[src/hdl/hpc_pkg.sv]
// Purpose: Constants and types for the host port command, boot and transfer block.
// Assumes: A byte-wide host bus on one side, and a DSP core on Avalon-MM on the other.
// Notes: Host byte addresses are the pin addresses; DSP-side offsets are byte addresses.
package hpc_pkg;
    // Exception vector addresses.
    localparam logic [15:0] HPC_VEC_RECEIVE = 16'h0020;
    localparam logic [15:0] HPC_VEC_TRANSMIT = 16'h0022;
    localparam int HPC_VEC_SHIFT = 1;
    // Host byte addresses.
    localparam logic [2:0] HPC_HA_CONTROL = 3'h0;
    localparam logic [2:0] HPC_HA_VECTOR = 3'h1;
    localparam logic [2:0] HPC_HA_STATUS = 3'h2;
    localparam logic [2:0] HPC_HA_UNUSED = 3'h4;
    localparam logic [2:0] HPC_HA_HIGH = 3'h5;
    localparam logic [2:0] HPC_HA_MID = 3'h6;
    localparam logic [2:0] HPC_HA_LOW = 3'h7;
    // Host control field positions.
    localparam int HPC_HC_RX_REQ = 0;
    localparam int HPC_HC_TX_REQ = 1;
    localparam int HPC_HC_FLAG0 = 3;
    localparam int HPC_HC_MODE_LO = 5;
    localparam int HPC_HC_MODE_HI = 6;
    localparam int HPC_HC_INIT = 7;
    // Command vector register fields and reset vector.
    localparam int HPC_CV_REQ = 7;
    localparam logic [5:0] HPC_CV_RESET = 6'h12;
    // Host status field positions.
    localparam int HPC_HS_RX_FULL = 0;
    localparam int HPC_HS_TX_EMPTY = 1;
    // DSP-side Avalon byte offsets.
    localparam logic [3:0] HPC_OFS_CONTROL = 4'h0;
    localparam logic [3:0] HPC_OFS_STATUS = 4'h4;
    localparam logic [3:0] HPC_OFS_TRANSMIT = 4'h8;
    localparam logic [3:0] HPC_OFS_RECEIVE = 4'hc;
    // DSP-side control and status field positions.
    localparam int HPC_DC_RX_IE = 0;
    localparam int HPC_DC_TX_IE = 1;
    localparam int HPC_DC_CMD_IE = 2;
    localparam int HPC_DS_RX_FULL = 0;
    localparam int HPC_DS_TX_EMPTY = 1;
    localparam int HPC_DS_CMD_PEND = 2;
    localparam int HPC_DS_FLAG0 = 3;
    // Boot mode code and word limit.
    localparam logic [2:0] HPC_BOOT_HOST = 3'b101;
    localparam int HPC_BOOT_WORDS = 512;
    // Host bus request carried as one unit.
    typedef struct packed {
        logic read;
        logic write;
        logic [2:0] addr;
        logic [7:0] wdata;
    } hpc_host_req_type;
endpackage

[src/hdl/hpc_host_port.sv]
// Purpose: Host port command vectoring, boot loading support and both data directions.
// Assumes: Host bus inputs are synchronous to mclk_in; one host access per asserted cycle.
// Notes: Core registers answer after one wait cycle on Avalon-MM.
//
// Design decisions made here: register access over Avalon-MM and the register addresses.
`timescale 1ns/1ps
module hpc_host_port #(
    parameter int WORD_W = 24,
    parameter int BOOT_WORDS = hpc_pkg::HPC_BOOT_WORDS
) (
    // Clock and reset.
    input wire logic mclk_in,
    input wire logic rst_in,
    // Host byte bus.
    input hpc_pkg::hpc_host_req_type host_req_in,
    output logic [7:0] host_rdata_out,
    output logic host_request_pin_out,
    // Core Avalon-MM slave.
    input wire logic [3:0] avs_address_in,
    input wire logic avs_read_in,
    input wire logic avs_write_in,
    input wire logic [31:0] avs_writedata_in,
    output logic [31:0] avs_readdata_out,
    output logic avs_waitrequest_out,
    // Core exception handshake.
    input wire logic core_irq_enable_in,
    input wire logic exc_ack_in,
    output logic exc_req_out,
    output logic [15:0] exc_vector_out,
    // Boot mode pins and boot status.
    input wire logic boot_mode_pin_a_in,
    input wire logic boot_mode_pin_b_in,
    input wire logic boot_mode_pin_c_in,
    output logic boot_load_out,
    output logic boot_done_out
);
    import hpc_pkg::*;

    // Host-side control and command vector state.
    logic [7:0] host_side_control_reg;
    logic [5:0] vector_number_reg;
    logic command_request_bit_reg;
    // Host-to-core path: transmit bytes, empty flag, core receive word and flag.
    logic [WORD_W-1:0] transmit_byte_registers_reg;
    logic host_transmit_empty_reg;
    logic [WORD_W-1:0] dsp_receive_register_reg;
    logic dsp_receive_full_reg;
    // Core-to-host path: transmit word, empty flag, receive bytes and flag.
    logic [WORD_W-1:0] dsp_transmit_register_reg;
    logic dsp_transmit_empty_reg;
    logic [WORD_W-1:0] host_receive_reg;
    logic host_receive_full_reg;
    // Core-side control bits.
    logic [2:0] dsp_side_control_reg;
    // Bus answer and exception state.
    logic avs_ack_reg;
    logic exc_req_reg;
    logic [15:0] exc_vector_reg;
    // Boot capture and word count.
    logic boot_sampled_reg;
    logic boot_load_reg;
    logic [$clog2(BOOT_WORDS+1)-1:0] boot_count_reg;
    logic boot_done_reg;
    logic [7:0] host_rdata_reg;

    // Decoded strobes.
    logic host_wr;
    logic host_rd;
    logic avs_take;
    logic core_wr_control;
    logic core_wr_transmit;
    logic core_rd_receive;
    logic init_now;
    logic dma_off;
    logic command_pending;
    logic move_to_core;
    logic move_to_host;

    // Decodes one host write or read at a given byte address.
    function automatic logic host_hit(input hpc_host_req_type r, input logic wr, input logic [2:0] a);
        host_hit = (wr ? r.write : r.read) && (r.addr == a);
    endfunction

    assign host_wr = host_req_in.write;
    assign host_rd = host_req_in.read;
    // An Avalon access completes in the cycle its acknowledge is high.
    assign avs_take = (avs_read_in || avs_write_in) && avs_ack_reg;
    assign core_wr_control = avs_take && avs_write_in && (avs_address_in == HPC_OFS_CONTROL);
    assign core_wr_transmit = avs_take && avs_write_in && (avs_address_in == HPC_OFS_TRANSMIT);
    assign core_rd_receive = avs_take && avs_read_in && (avs_address_in == HPC_OFS_RECEIVE);
    // Initialisation runs in the cycle after the host sets the bit.
    assign init_now = host_side_control_reg[HPC_HC_INIT];
    // Command exceptions are usable only with both mode bits clear.
    assign dma_off = !host_side_control_reg[HPC_HC_MODE_HI] && !host_side_control_reg[HPC_HC_MODE_LO];
    assign command_pending = command_request_bit_reg;
    assign move_to_core = !host_transmit_empty_reg && !dsp_receive_full_reg && !init_now;
    assign move_to_host = !host_receive_full_reg && !dsp_transmit_empty_reg && !init_now;

    // Waitrequest is high for the first cycle of each request and low on the answering cycle.
    assign avs_waitrequest_out = (avs_read_in || avs_write_in) && !avs_ack_reg;
    assign exc_req_out = exc_req_reg;
    assign exc_vector_out = exc_vector_reg;
    assign boot_load_out = boot_load_reg;
    assign boot_done_out = boot_done_reg;
    assign host_rdata_out = host_rdata_reg;

    // Acknowledge toggles so each request sees exactly one wait cycle.
    always_ff @(posedge mclk_in or posedge rst_in) begin
        if (rst_in) begin
            avs_ack_reg <= 1'b0;
        end else begin
            avs_ack_reg <= (avs_read_in || avs_write_in) && !avs_ack_reg;
        end
    end

    // Host control register; the initialise bit clears itself after one cycle.
    always_ff @(posedge mclk_in or posedge rst_in) begin
        if (rst_in) begin
            host_side_control_reg <= 8'h00;
        end else if (host_hit(host_req_in, 1'b1, HPC_HA_CONTROL)) begin
            host_side_control_reg <= host_req_in.wdata;
        end else if (init_now) begin
            host_side_control_reg[HPC_HC_INIT] <= 1'b0;
        end
    end

    // Command vector and request; a host write wins over a same-cycle acknowledge.
    always_ff @(posedge mclk_in or posedge rst_in) begin
        if (rst_in) begin
            vector_number_reg <= HPC_CV_RESET;
            command_request_bit_reg <= 1'b0;
        end else if (host_hit(host_req_in, 1'b1, HPC_HA_VECTOR)) begin
            // Vector and request may be written in one access; clearing request cancels.
            vector_number_reg <= host_req_in.wdata[5:0];
            command_request_bit_reg <= host_req_in.wdata[HPC_CV_REQ];
        end else if (exc_ack_in && exc_req_reg && (exc_vector_reg == {9'h000, vector_number_reg, 1'b0})
                     && command_request_bit_reg && !dsp_receive_full_reg
                     && !(dsp_transmit_empty_reg && dsp_side_control_reg[HPC_DC_TX_IE])) begin
            command_request_bit_reg <= 1'b0;
        end
    end

    // Host transmit bytes; writing the low byte last launches the word.
    always_ff @(posedge mclk_in or posedge rst_in) begin
        if (rst_in) begin
            transmit_byte_registers_reg <= '0;
            host_transmit_empty_reg <= 1'b1;
        end else begin
            if (host_hit(host_req_in, 1'b1, HPC_HA_HIGH)) begin
                transmit_byte_registers_reg[23:16] <= host_req_in.wdata;
            end
            if (host_hit(host_req_in, 1'b1, HPC_HA_MID)) begin
                transmit_byte_registers_reg[15:8] <= host_req_in.wdata;
            end
            if (host_hit(host_req_in, 1'b1, HPC_HA_LOW)) begin
                transmit_byte_registers_reg[7:0] <= host_req_in.wdata;
                host_transmit_empty_reg <= 1'b0;
            end else if (move_to_core || init_now) begin
                host_transmit_empty_reg <= 1'b1;
            end
        end
    end

    // Core receive word; a core read of it frees it for the next move.
    always_ff @(posedge mclk_in or posedge rst_in) begin
        if (rst_in) begin
            dsp_receive_register_reg <= '0;
            dsp_receive_full_reg <= 1'b0;
        end else if (move_to_core) begin
            dsp_receive_register_reg <= transmit_byte_registers_reg;
            dsp_receive_full_reg <= 1'b1;
        end else if (core_rd_receive || init_now) begin
            dsp_receive_full_reg <= 1'b0;
        end
    end

    // Core transmit word; a write empties nothing until the move takes it.
    always_ff @(posedge mclk_in or posedge rst_in) begin
        if (rst_in) begin
            dsp_transmit_register_reg <= '0;
            dsp_transmit_empty_reg <= 1'b1;
        end else if (core_wr_transmit) begin
            dsp_transmit_register_reg <= avs_writedata_in[WORD_W-1:0];
            dsp_transmit_empty_reg <= 1'b0;
        end else if (move_to_host || init_now) begin
            dsp_transmit_empty_reg <= 1'b1;
        end
    end

    // Host receive bytes; the move sets full and a low-byte read clears it.
    always_ff @(posedge mclk_in or posedge rst_in) begin
        if (rst_in) begin
            host_receive_reg <= '0;
            host_receive_full_reg <= 1'b0;
        end else if (move_to_host) begin
            host_receive_reg <= dsp_transmit_register_reg;
            host_receive_full_reg <= 1'b1;
        end else if (host_hit(host_req_in, 1'b0, HPC_HA_LOW) || init_now) begin
            host_receive_full_reg <= 1'b0;
        end
    end

    // Host read data, registered one cycle after the read strobe.
    always_ff @(posedge mclk_in or posedge rst_in) begin
        if (rst_in) begin
            host_rdata_reg <= 8'h00;
        end else if (host_rd) begin
            case (host_req_in.addr)
                HPC_HA_CONTROL: host_rdata_reg <= host_side_control_reg;
                // Request bit shows the host whether the command was accepted.
                HPC_HA_VECTOR: host_rdata_reg <= {command_request_bit_reg, 1'b0, vector_number_reg};
                HPC_HA_STATUS: host_rdata_reg <= {6'h00, host_transmit_empty_reg, host_receive_full_reg};
                HPC_HA_UNUSED: host_rdata_reg <= 8'h00;
                HPC_HA_HIGH: host_rdata_reg <= host_receive_reg[23:16];
                HPC_HA_MID: host_rdata_reg <= host_receive_reg[15:8];
                HPC_HA_LOW: host_rdata_reg <= host_receive_reg[7:0];
                default: host_rdata_reg <= 8'h00;
            endcase
        end
    end

    // Request pin: receive full when enabled, or transmit empty when that is enabled.
    always_ff @(posedge mclk_in or posedge rst_in) begin
        if (rst_in) begin
            host_request_pin_out <= 1'b0;
        end else begin
            host_request_pin_out <= (host_side_control_reg[HPC_HC_RX_REQ] && host_receive_full_reg)
                || (host_side_control_reg[HPC_HC_TX_REQ] && host_transmit_empty_reg);
        end
    end

    // Core control register.
    always_ff @(posedge mclk_in or posedge rst_in) begin
        if (rst_in) begin
            dsp_side_control_reg <= 3'h0;
        end else if (core_wr_control) begin
            dsp_side_control_reg <= avs_writedata_in[2:0];
        end
    end

    // Avalon read data: status shows pending command, flags and host flag zero.
    always_ff @(posedge mclk_in or posedge rst_in) begin
        if (rst_in) begin
            avs_readdata_out <= 32'h00000000;
        end else if (avs_read_in && !avs_ack_reg) begin
            case (avs_address_in)
                HPC_OFS_CONTROL: avs_readdata_out <= {29'h00000000, dsp_side_control_reg};
                HPC_OFS_STATUS: avs_readdata_out <= {28'h0000000, host_side_control_reg[HPC_HC_FLAG0],
                    command_pending, dsp_transmit_empty_reg, dsp_receive_full_reg};
                HPC_OFS_TRANSMIT: avs_readdata_out <= {{(32-WORD_W){1'b0}}, dsp_transmit_register_reg};
                HPC_OFS_RECEIVE: avs_readdata_out <= {{(32-WORD_W){1'b0}}, dsp_receive_register_reg};
                default: avs_readdata_out <= 32'h00000000;
            endcase
        end
    end

    // Exception request: receive first, then transmit, then host command.
    always_ff @(posedge mclk_in or posedge rst_in) begin
        if (rst_in) begin
            exc_req_reg <= 1'b0;
            exc_vector_reg <= 16'h0000;
        end else if (!core_irq_enable_in) begin
            exc_req_reg <= 1'b0;
        end else if (dsp_receive_full_reg && dsp_side_control_reg[HPC_DC_RX_IE]) begin
            exc_req_reg <= 1'b1;
            exc_vector_reg <= HPC_VEC_RECEIVE;
        end else if (dsp_transmit_empty_reg && dsp_side_control_reg[HPC_DC_TX_IE]) begin
            exc_req_reg <= 1'b1;
            exc_vector_reg <= HPC_VEC_TRANSMIT;
        end else if (command_pending && dsp_side_control_reg[HPC_DC_CMD_IE] && dma_off
                     && !(host_hit(host_req_in, 1'b1, HPC_HA_VECTOR) && !host_req_in.wdata[HPC_CV_REQ])) begin
            // Vector zero is passed as any other; it resets no hardware here.
            exc_req_reg <= 1'b1;
            exc_vector_reg <= {10'h000, vector_number_reg} << HPC_VEC_SHIFT;
        end else begin
            exc_req_reg <= 1'b0;
        end
    end

    // Boot mode pins are caught on the first edge after reset release.
    always_ff @(posedge mclk_in or posedge rst_in) begin
        if (rst_in) begin
            boot_sampled_reg <= 1'b0;
            boot_load_reg <= 1'b0;
        end else if (!boot_sampled_reg) begin
            boot_sampled_reg <= 1'b1;
            boot_load_reg <= ({boot_mode_pin_c_in, boot_mode_pin_b_in, boot_mode_pin_a_in} == HPC_BOOT_HOST);
        end
    end

    // Boot word count ends at the limit or when the host raises flag zero.
    always_ff @(posedge mclk_in or posedge rst_in) begin
        if (rst_in) begin
            boot_count_reg <= '0;
            boot_done_reg <= 1'b0;
        end else if (boot_load_reg && !boot_done_reg) begin
            if (host_side_control_reg[HPC_HC_FLAG0]) begin
                boot_done_reg <= 1'b1;
            end else if (core_rd_receive) begin
                boot_count_reg <= boot_count_reg + 1'b1;
                boot_done_reg <= (boot_count_reg == ($bits(boot_count_reg))'(BOOT_WORDS - 1));
            end
        end
    end
endmodule

[config.mk]
export PLATFORM = sky130hd
export DESIGN_NAME = hpc_host_port
export DESIGN_NICKNAME = d
export VERILOG_FILES = /design/src/hdl/hpc_pkg.sv /design/src/hdl/hpc_host_port.sv
export SDC_FILE = /design/constraint.sdc
export NUM_CORES = 1
export LEC_CHECK = 0
export ABC_AREA = 1
export BUFFER_PORTS_ARGS = -buffer_cell sky130_fd_sc_hd__buf_2
export CORE_ASPECT_RATIO = 1.4
export CORE_MARGIN = 2
export CORE_UTILIZATION = 30
export DETAILED_ROUTE_END_ITERATION = 8
export GPL_TIMING_DRIVEN = 0
export SYNTH_ARGS = -nofsm -noshare
export SYNTH_HDL_FRONTEND = slang
export SYNTH_SLANG_ARGS = --single-unit
[constraint.sdc]
create_clock -name mclk_in -period 13.15 [get_ports mclk_in]
set_input_delay 2.63 -clock mclk_in [delete_from_list [all_inputs] [get_ports mclk_in]]
set_output_delay 2.63 -clock mclk_in [all_outputs]
set_load 0.05 [all_outputs]
**Word-level counts from Yosys, hierarchy flattened**

Index checks and enable logic that the tools add are counted.

- Bits in registers: 190
- Bits in latches: 0
- Memory bits (writable): 0
- Bits in read-only memories: 0
- Input port bits: 58
- Output and inout port bits: 61
- Memories kept: 0

- $add $sub $neg: 1
- Multipliers: 0
- Divide/modulo/power cells: 0
- Order comparisons: 0
- Eq/ne operators: 11
- Shift-type cells: 0
- Mux-type cells: 22
- Bitwise logic cells: 1
- Reduce and logical (&&, ||, !) cells: 63

Operator list:

| cell | number |
|---|---|
| $pmux W24 S4 | 1 |
| $mux W16 | 3 |
| $pmux W8 S6 | 1 |
| $logic_and A1 B1 Y1 | 33 |
| $mux W1 | 17 |
| $eq A16 B7 Y1 | 1 |
| $eq A3 B3 Y1 const B | 4 |
| $logic_not A1 Y1 | 12 |
| $reduce_bool A2 Y1 | 6 |
| $add A10 B1 Y10 const B | 1 |
| $eq A10 B9 Y1 const B | 1 |
| $eq A4 B4 Y1 const B | 2 |
| $logic_or A1 B1 Y1 | 6 |
| $eq A4 B3 Y1 const B | 1 |
| $logic_not A4 Y1 | 1 |
| $reduce_and A2 Y1 | 2 |
| $eq A3 B1 Y1 const B | 1 |
| $eq A3 B2 Y1 const B | 1 |
| $logic_not A3 Y1 | 1 |
| $reduce_and A3 Y1 | 1 |
| $reduce_bool A3 Y1 | 1 |
| $not A1 Y1 | 1 |

**Longest topological paths before layout**

Gate-level depths: netlist of the first run.

- Depth after elaboration: 9
- Depth in mapped cells: 9
- Mapped depth without buffers: 9

**Worst setup path after synthesis of the first run**

No wires, ideal clock.

- Path kind: input to output
- Start: input avs_write_in
- End: output avs_waitrequest_out
- Arrival time: 3327 ps
- Data required time: 10520 ps
- Setup slack: 7193 ps
- Stages: 2
- Path through: nor2_1 > nor2_1

- Word-level cells in the longest chain between the ends: 2

Ends and longest elaborated chain:

| item | line | text |
|---|---|---|
| start: declaration | hpc_host_port.sv:21 | `input wire logic avs_write_in,` |
| $logic_or A1 B1 Y1 | hpc_host_port.sv:100 | `assign avs_waitrequest_out = (avs_read_in \|\| avs_write_in) && !avs_ack_reg;` |
| $logic_and A1 B1 Y1 | hpc_host_port.sv:100 |  |
| end: declaration | hpc_host_port.sv:24 | `output logic avs_waitrequest_out,` |

Every way passes these cells.

**Worst setup path in the final report of the first run**

- Start: input avs_read_in
- End: output avs_waitrequest_out

- Word-level cells in the longest chain between the ends: 2

Ends and longest elaborated chain:

| item | line | text |
|---|---|---|
| start: declaration | hpc_host_port.sv:20 | `input wire logic avs_read_in,` |
| $logic_or A1 B1 Y1 | hpc_host_port.sv:100 |  |
| $logic_and A1 B1 Y1 | hpc_host_port.sv:100 |  |

Every way passes these cells.

==> results of run 1 <==
==> cell families (layout without fill, tap and decap cells) <==
group | count (synthesis) | in the layout | synth area share [%]
flip-flops | 172 | 172 | 57.4
buffers and inverters | 140 | 265 | 8.33
AND/OR/NAND/NOR | 366 | 366 | 19.9
multiplexers | 18 | 18 | 2.70
AO/OA/AOI/OAI | 153 | 153 | 10.6
other | 2 | 19 | 0.100
XOR/XNOR | 7 | 7 | 0.816
adder cells (fa/ha/maj) | 1 | 1 | 0.167
==> critical path: stages <==
cell and delay [ns]:
buf_2 0.10, nor2_1 0.04, nor2_1 0.10, buf_2 0.28
==> layout make-up <==
type                            instances  area (um2)  area share, %
Clock buffer                           19         443           4.89
Multi-Input combinational cell        564        2640           29.1
Buffer                                 44         265           2.93
Clock inverter                         13         155           1.71
Tap cell                              315         394           4.35
Timing Repair Buffer                   93         488           5.39
Sequential cell                       172        4310           47.6
Inverter                               96         368           4.06
==> through the flow <==
step           hold slack [ns]  cells  utilization, %
2_1_floorplan            0.423    876               -
3_3_place_gp             0.452   1283            34.2
3_5_place_dp             0.449   1284            34.3
4_1_cts                  0.461   1316            36.7
5_1_grt                  0.474   1316            36.7
6_report                 0.460   1316            36.7
==> power groups by stage <==
| stage | Sequential (mW) | Combinational (mW) | Clock (mW) |
|---|---|---|---|
| after floorplan | 0.784 | 0.177 | 0 |
| after global placement | 0.746 | 0.317 | 0 |
| after detailed placement | 0.747 | 0.326 | 0 |
| after CTS | 0.739 | 0.329 | 0.524 |
| after global routing | 0.752 | 0.364 | 0.541 |
| final | 0.740 | 0.324 | 0.515 |
==> worst paths after layout <==
check / startpoint / endpoint / slack (ns) / depth (start not counted)
worst max-delay path: avs_read_in / avs_waitrequest_out / 7.38 / 4
worst min-delay path: host_side_control_reg[7] / dsp_receive_full_reg / 0.46 / 1
worst max register to register: avs_ack_reg / avs_readdata_out[7] / 11.15 / 5
worst min register to register: host_side_control_reg[7] / dsp_receive_full_reg / 0.46 / 1
max in group asynchronous: rst_in / dsp_receive_register_reg[12] / 10.05 / 3
min in group asynchronous: rst_in / host_rdata_out[7] / 2.24 / 2
==> per-layer routing <==
| metal | track usage (%) | part of all wire [%] | up-vias |
|---|---|---|---|
| li1 | - | - | 2953 |
| met1 | 19.0 | 41 | 2806 |
| met2 | 27.2 | 51 | 146 |
| met3 | 3.24 | 4.8 | 47 |
| met4 | 7.22 | 3.6 | 6 |
| met5 | 0 | 0.19 | - |
==> placed cells by master, fill, tap and decap left out, types with 17 or more instances in the layout <==
cell type and instances:
a21oi_1 24, buf_2 106, buf_4 18, clkbuf_16 17, conb_1 19, dfrtp_1 168
inv_1 89, mux2_2 17, nand2_1 279, nand3_1 20, nor2_1 41, o21ai_0 112
==> cells in the mapped netlist (all sizes together) <==
| library cell | number | area, um2 |
|---|---|---|
| inv | 95 | 357 |
| a22oi | 4 | 30.0 |
| xnor2 | 4 | 35.0 |
| o31ai | 1 | 7.51 |
| buf | 34 | 228 |
| nand3 | 21 | 110 |
| dfrtp | 168 | 4200 |
| clkbuf | 10 | 37.5 |
| o211ai | 1 | 7.51 |
| mux2 | 18 | 203 |
| nor2 | 48 | 223 |
| a31oi | 1 | 6.26 |
| o21ai | 119 | 599 |
| o22ai | 1 | 6.26 |
| dfstp | 4 | 105 |
| nand4 | 7 | 43.8 |
| nand3b | 2 | 15.0 |
| ha | 1 | 12.5 |
| conb | 2 | 7.51 |
| a32o | 1 | 10.0 |
| clkinv | 1 | 3.75 |
| a22o | 1 | 8.76 |
| xor2 | 3 | 26.3 |
| nor3 | 4 | 25.0 |
| a21oi | 24 | 120 |
| nand2 | 284 | 1080 |
==> impl_metrics.csv, run 1 <==
group,metric,value,unit
sta,rsz0062_at_grt,"no",
clock_network,numCtsBuffers,17,
floorplan,dieArea,0.0263,mm2
sta,fin_ws,7.38,ns
final_layout,drive_gt1_share,20.0,%
detailed_routing,routed_wl,19900,um
sta,layout_min_cycle_time,5.77,ns
power,p_switching,527,uW
place,place_ws,7.36,ns
logic_synthesis,yosysUniqueCellTypes,37,
clock_network,clock_latency,0.43,ns
detailed_routing,wl_per_cell,15.2,um
logic_synthesis,ys_warn_count,0,
sta,worst_slew_pin_slew,0.691,ns
power,intPower,1.05,mW
sta,setup_violations,0,
detailed_routing,drt_iter0_markers,308,
place,gp_congestion,0.836,
detailed_routing,drc_errors,0,
power,p_sw_share,33.4,%
power,vdd_drop_max,93.8,uV
clock_network,ctsResizeCount,0,
power,p_leak,4.75,nW
setup_path,crit_required,10.52,ns
place,port_buffers,92,
clock_network,cts-hold-fix-buffers,0,
logic_synthesis,syn-cell-area,0.00751,mm2
floorplan,rows,68,
grt,antenna_found_initial,3,
setup_path,path_class,"primary input to primary output",
clock_network,clockBufferDepth,2,
detailed_routing,vias,5958,
clock_network,clock-sinks,172,
logic_synthesis,syn-instance-count,859,
logic_synthesis,syn_avg_cell_area,8.74,um2
sta,relSlewSlack,53.8,%
power,comb_power_share,20.5,%
sta,hold_viol_final,0,
final_layout,synthToLayoutAreaGrowth,20.7,%
setup_path,critPathCaptureType,"primary output",
sta,skew,0.00898,ns
clock_network,htreeDepth,4,
worst_hold_path,hp-class,"register to register",
place,post-dp-hpwl,15100,um
power,total_power,1.58,mW
grt,grt_use_total,15.9,%
sta,slew_violations,0,
final_layout,nFillCells,2542,
final_layout,n_antenna_cell,0,
sta,period_share,43.9,%
power,clkPwrFrac,32.6,%
sta,max_freq,173,MHz
power,p_seq_share,46.9,%
grt,grt_first_pass_wirelength,31600,um
final_layout,fin_nets,1047,
outcome,status,"finished, final reports clean",
clock_network,clk_pin_slew_worst_paths,0.07,ns
grt,grt_pass1_vias,5898,
clock_network,postCtsSetupRepairBufs,0,
setup_path,startpoint_type,"primary input",
logic_synthesis,ys_seq_area_share,57.4,%
floorplan,initial_core_util,30.4,%
grt,grt-ovfl-total,0,
floorplan,die_y,191,um
sta,fin_tns_setup,0,ns
grt,grt_max_degree,107,
floorplan,io-pin-count,119,
clock_network,root_buffer,"clkbuf_16",
place,placed_area,0.00846,mm2
final_layout,final_area,0.00906,mm2
setup_path,crit_fanout,3,
logic_synthesis,ys_ff_latch,172,
floorplan,fp.coreArea,0.0247,mm2
detailed_routing,first_pass_iters,6,
run,cap_violations,0,
floorplan,die_w,138,um
detailed_routing,ant_nets,0,
clock_network,cts_tree,"built",
setup_path,worstPathArrival,3.14,ns
detailed_routing,via_per_inst,4.53,
power,p_per_area,174,mW/mm2
(Power assumes the default switching activity.)
==> run 2, diff against run 1 <==
==> constraint.sdc (replaced) <==
create_clock -name mclk_in -period 4.65 [get_ports mclk_in]
set_input_delay 0.93 -clock mclk_in [delete_from_list [all_inputs] [get_ports mclk_in]]
set_output_delay 0.93 -clock mclk_in [all_outputs]
set_load 0.05 [all_outputs]
==> impl_metrics.csv, run 2 (synthesized netlist as in run 1, its figures left out) <==
group,metric,value,unit
sta,layout_min_cycle_time,2.37,ns
detailed_routing,via_per_inst,4.57,
sta,hold_viol_final,0,
place,place_ws,1.99,ns
sta,worst_slew_pin_slew,0.718,ns
setup_path,startpoint_type,"primary input",
floorplan,initial_core_util,30.4,%
clock_network,cts-hold-fix-buffers,0,
sta,period_share,51.1,%
detailed_routing,drc_errors,0,
detailed_routing,vias,6026,
setup_path,path_class,"primary input to primary output",
detailed_routing,first_pass_iters,5,
grt,grt_max_degree,44,
setup_path,rrSetupSlack,2.68,ns
setup_path,reg2reg_from,"avs_ack_reg",
clock_network,clock_latency,0.43,ns
sta,rsz0062_at_grt,"no",
final_layout,synthToLayoutAreaGrowth,21.2,%
grt,grt_use_total,15.9,%
worst_hold_path,holdPathStages,2,
power,p_leak,4.76,nW
clock_network,numCtsBuffers,17,
power,vdd_drop_max,237,uV
clock_network,root_buffer,"clkbuf_16",
final_layout,final_common_cell,"nand2_1",
sta,fin_tns_setup,0,ns
floorplan,die_y,191,um
final_layout,drive_gt1_share,20.1,%
setup_path,crit_fanout,3,
sta,skew,0.0111,ns
detailed_routing,drt_iter0_markers,383,
setup_path,reg2reg_to,"avs_readdata_out[1]",
clock_network,htreeDepth,4,
detailed_routing,ant_nets,0,
grt,grt_pass1_vias,6000,
setup_path,worstSetupEndpoint,"avs_waitrequest_out",
clock_network,clockBufferDepth,2,
floorplan,die_w,138,um
floorplan,fp.coreArea,0.0247,mm2
power,p_per_area,488,mW/mm2
final_layout,final_cell_mix,"nand2_1, dfrtp_1, o21ai_0",
sta,slew_violations,0,
floorplan,dieArea,0.0263,mm2
grt,grt-ovfl-total,0,
setup_path,r2r_cells,5,
final_layout,n_antenna_cell,0,
place,post-dp-hpwl,15600,um
setup_path,crit_required,3.72,ns
final_layout,fin_nets,1050,
run,cap_violations,0,
place,gp_congestion,0.823,
setup_path,worstSetupStartpoint,"avs_read_in",
clock_network,ctsResizeCount,0,
setup_path,worstPathArrival,1.44,ns
worst_hold_path,hp-class,"register to register",
grt,grt_first_pass_wirelength,31700,um
place,port_buffers,92,
outcome,status,"finished, final reports clean",
sta,setup_violations,0,
detailed_routing,routed_wl,20200,um
setup_path,critPathCaptureType,"primary output",
sta,max_freq,421,MHz
sta,fin_ws,2.28,ns
clock_network,clock-sinks,172,
floorplan,rows,68,
detailed_routing,wl_per_cell,15.3,um
clock_network,postCtsSetupRepairBufs,0,
clock_network,cts_tree,"built",
grt,antenna_found_initial,1,
floorplan,io-pin-count,119,
clock_network,clk_pin_slew_worst_paths,0.06,ns
sta,relSlewSlack,52.0,%
==> run 2: final cells by class <==
class | count | area [um2]
sequential | 172 | 4310
clock inverter | 13 | 155
timing repair buffer | 96 | 541
fill | 2565 | 15600
inverter | 96 | 364
multi-input combinational | 564 | 2640
tap | 315 | 394
buffer | 44 | 265
clock buffer | 19 | 433
==> run 2: metrics by stage <==
stage / util, % / std cells / power (mW) / hold WS, ns / cell area, um2
final: 36.9 / 1319 / 4.44 / 0.473 / 9100
after global routing: 36.9 / 1319 / 4.66 / 0.494 / 9100
after CTS: 36.9 / 1319 / 4.48 / 0.478 / 9100
after detailed placement: 34.5 / 1287 / 3.04 / 0.455 / 8510
after global placement: 34.2 / 1283 / 3.00 / 0.452 / 8430
after floorplan: - / 876 / 2.72 / 0.423 / 7580
==> run 2: critical path, cell delays in order <==
cell    delay, ns
buf_2        0.10
nor2_1       0.04
nor2_1       0.10
buf_2        0.28
==> run 2: worst min-delay path by stage <==
stage	slack [ns]	end	start
5_1_grt	0.49	dsp_receive_full_reg	host_side_control_reg[7]
3_5_place_dp	0.46	dsp_receive_full_reg	host_side_control_reg[7]
3_3_place_gp	0.45	dsp_receive_full_reg	host_side_control_reg[7]
6_report	0.47	avs_readdata_out[17]	avs_readdata_out[17]
2_1_floorplan	0.42	host_transmit_empty_reg	dsp_receive_full_reg
4_1_cts	0.48	dsp_receive_full_reg	host_side_control_reg[7]
==> run 2: power by group <==
group / internal (mW) / leakage (nW) / switching (mW)
sequential: 1.86 / 2.13 / 0.233
combinational: 0.297 / 2.36 / 0.625
clock: 0.806 / 0.278 / 0.621
total: 2.96 / 4.76 / 1.48
==> run 2: layer usage <==
layer / vias up / wire length (um) / global-route usage [%]
met5: - / 7 / 0
met4: 2 / 617 / 7.03
met3: 27 / 1010 / 3.05
met2: 139 / 10500 / 28.3
met1: 2912 / 8080 / 18.2
li1: 2946 / - / -
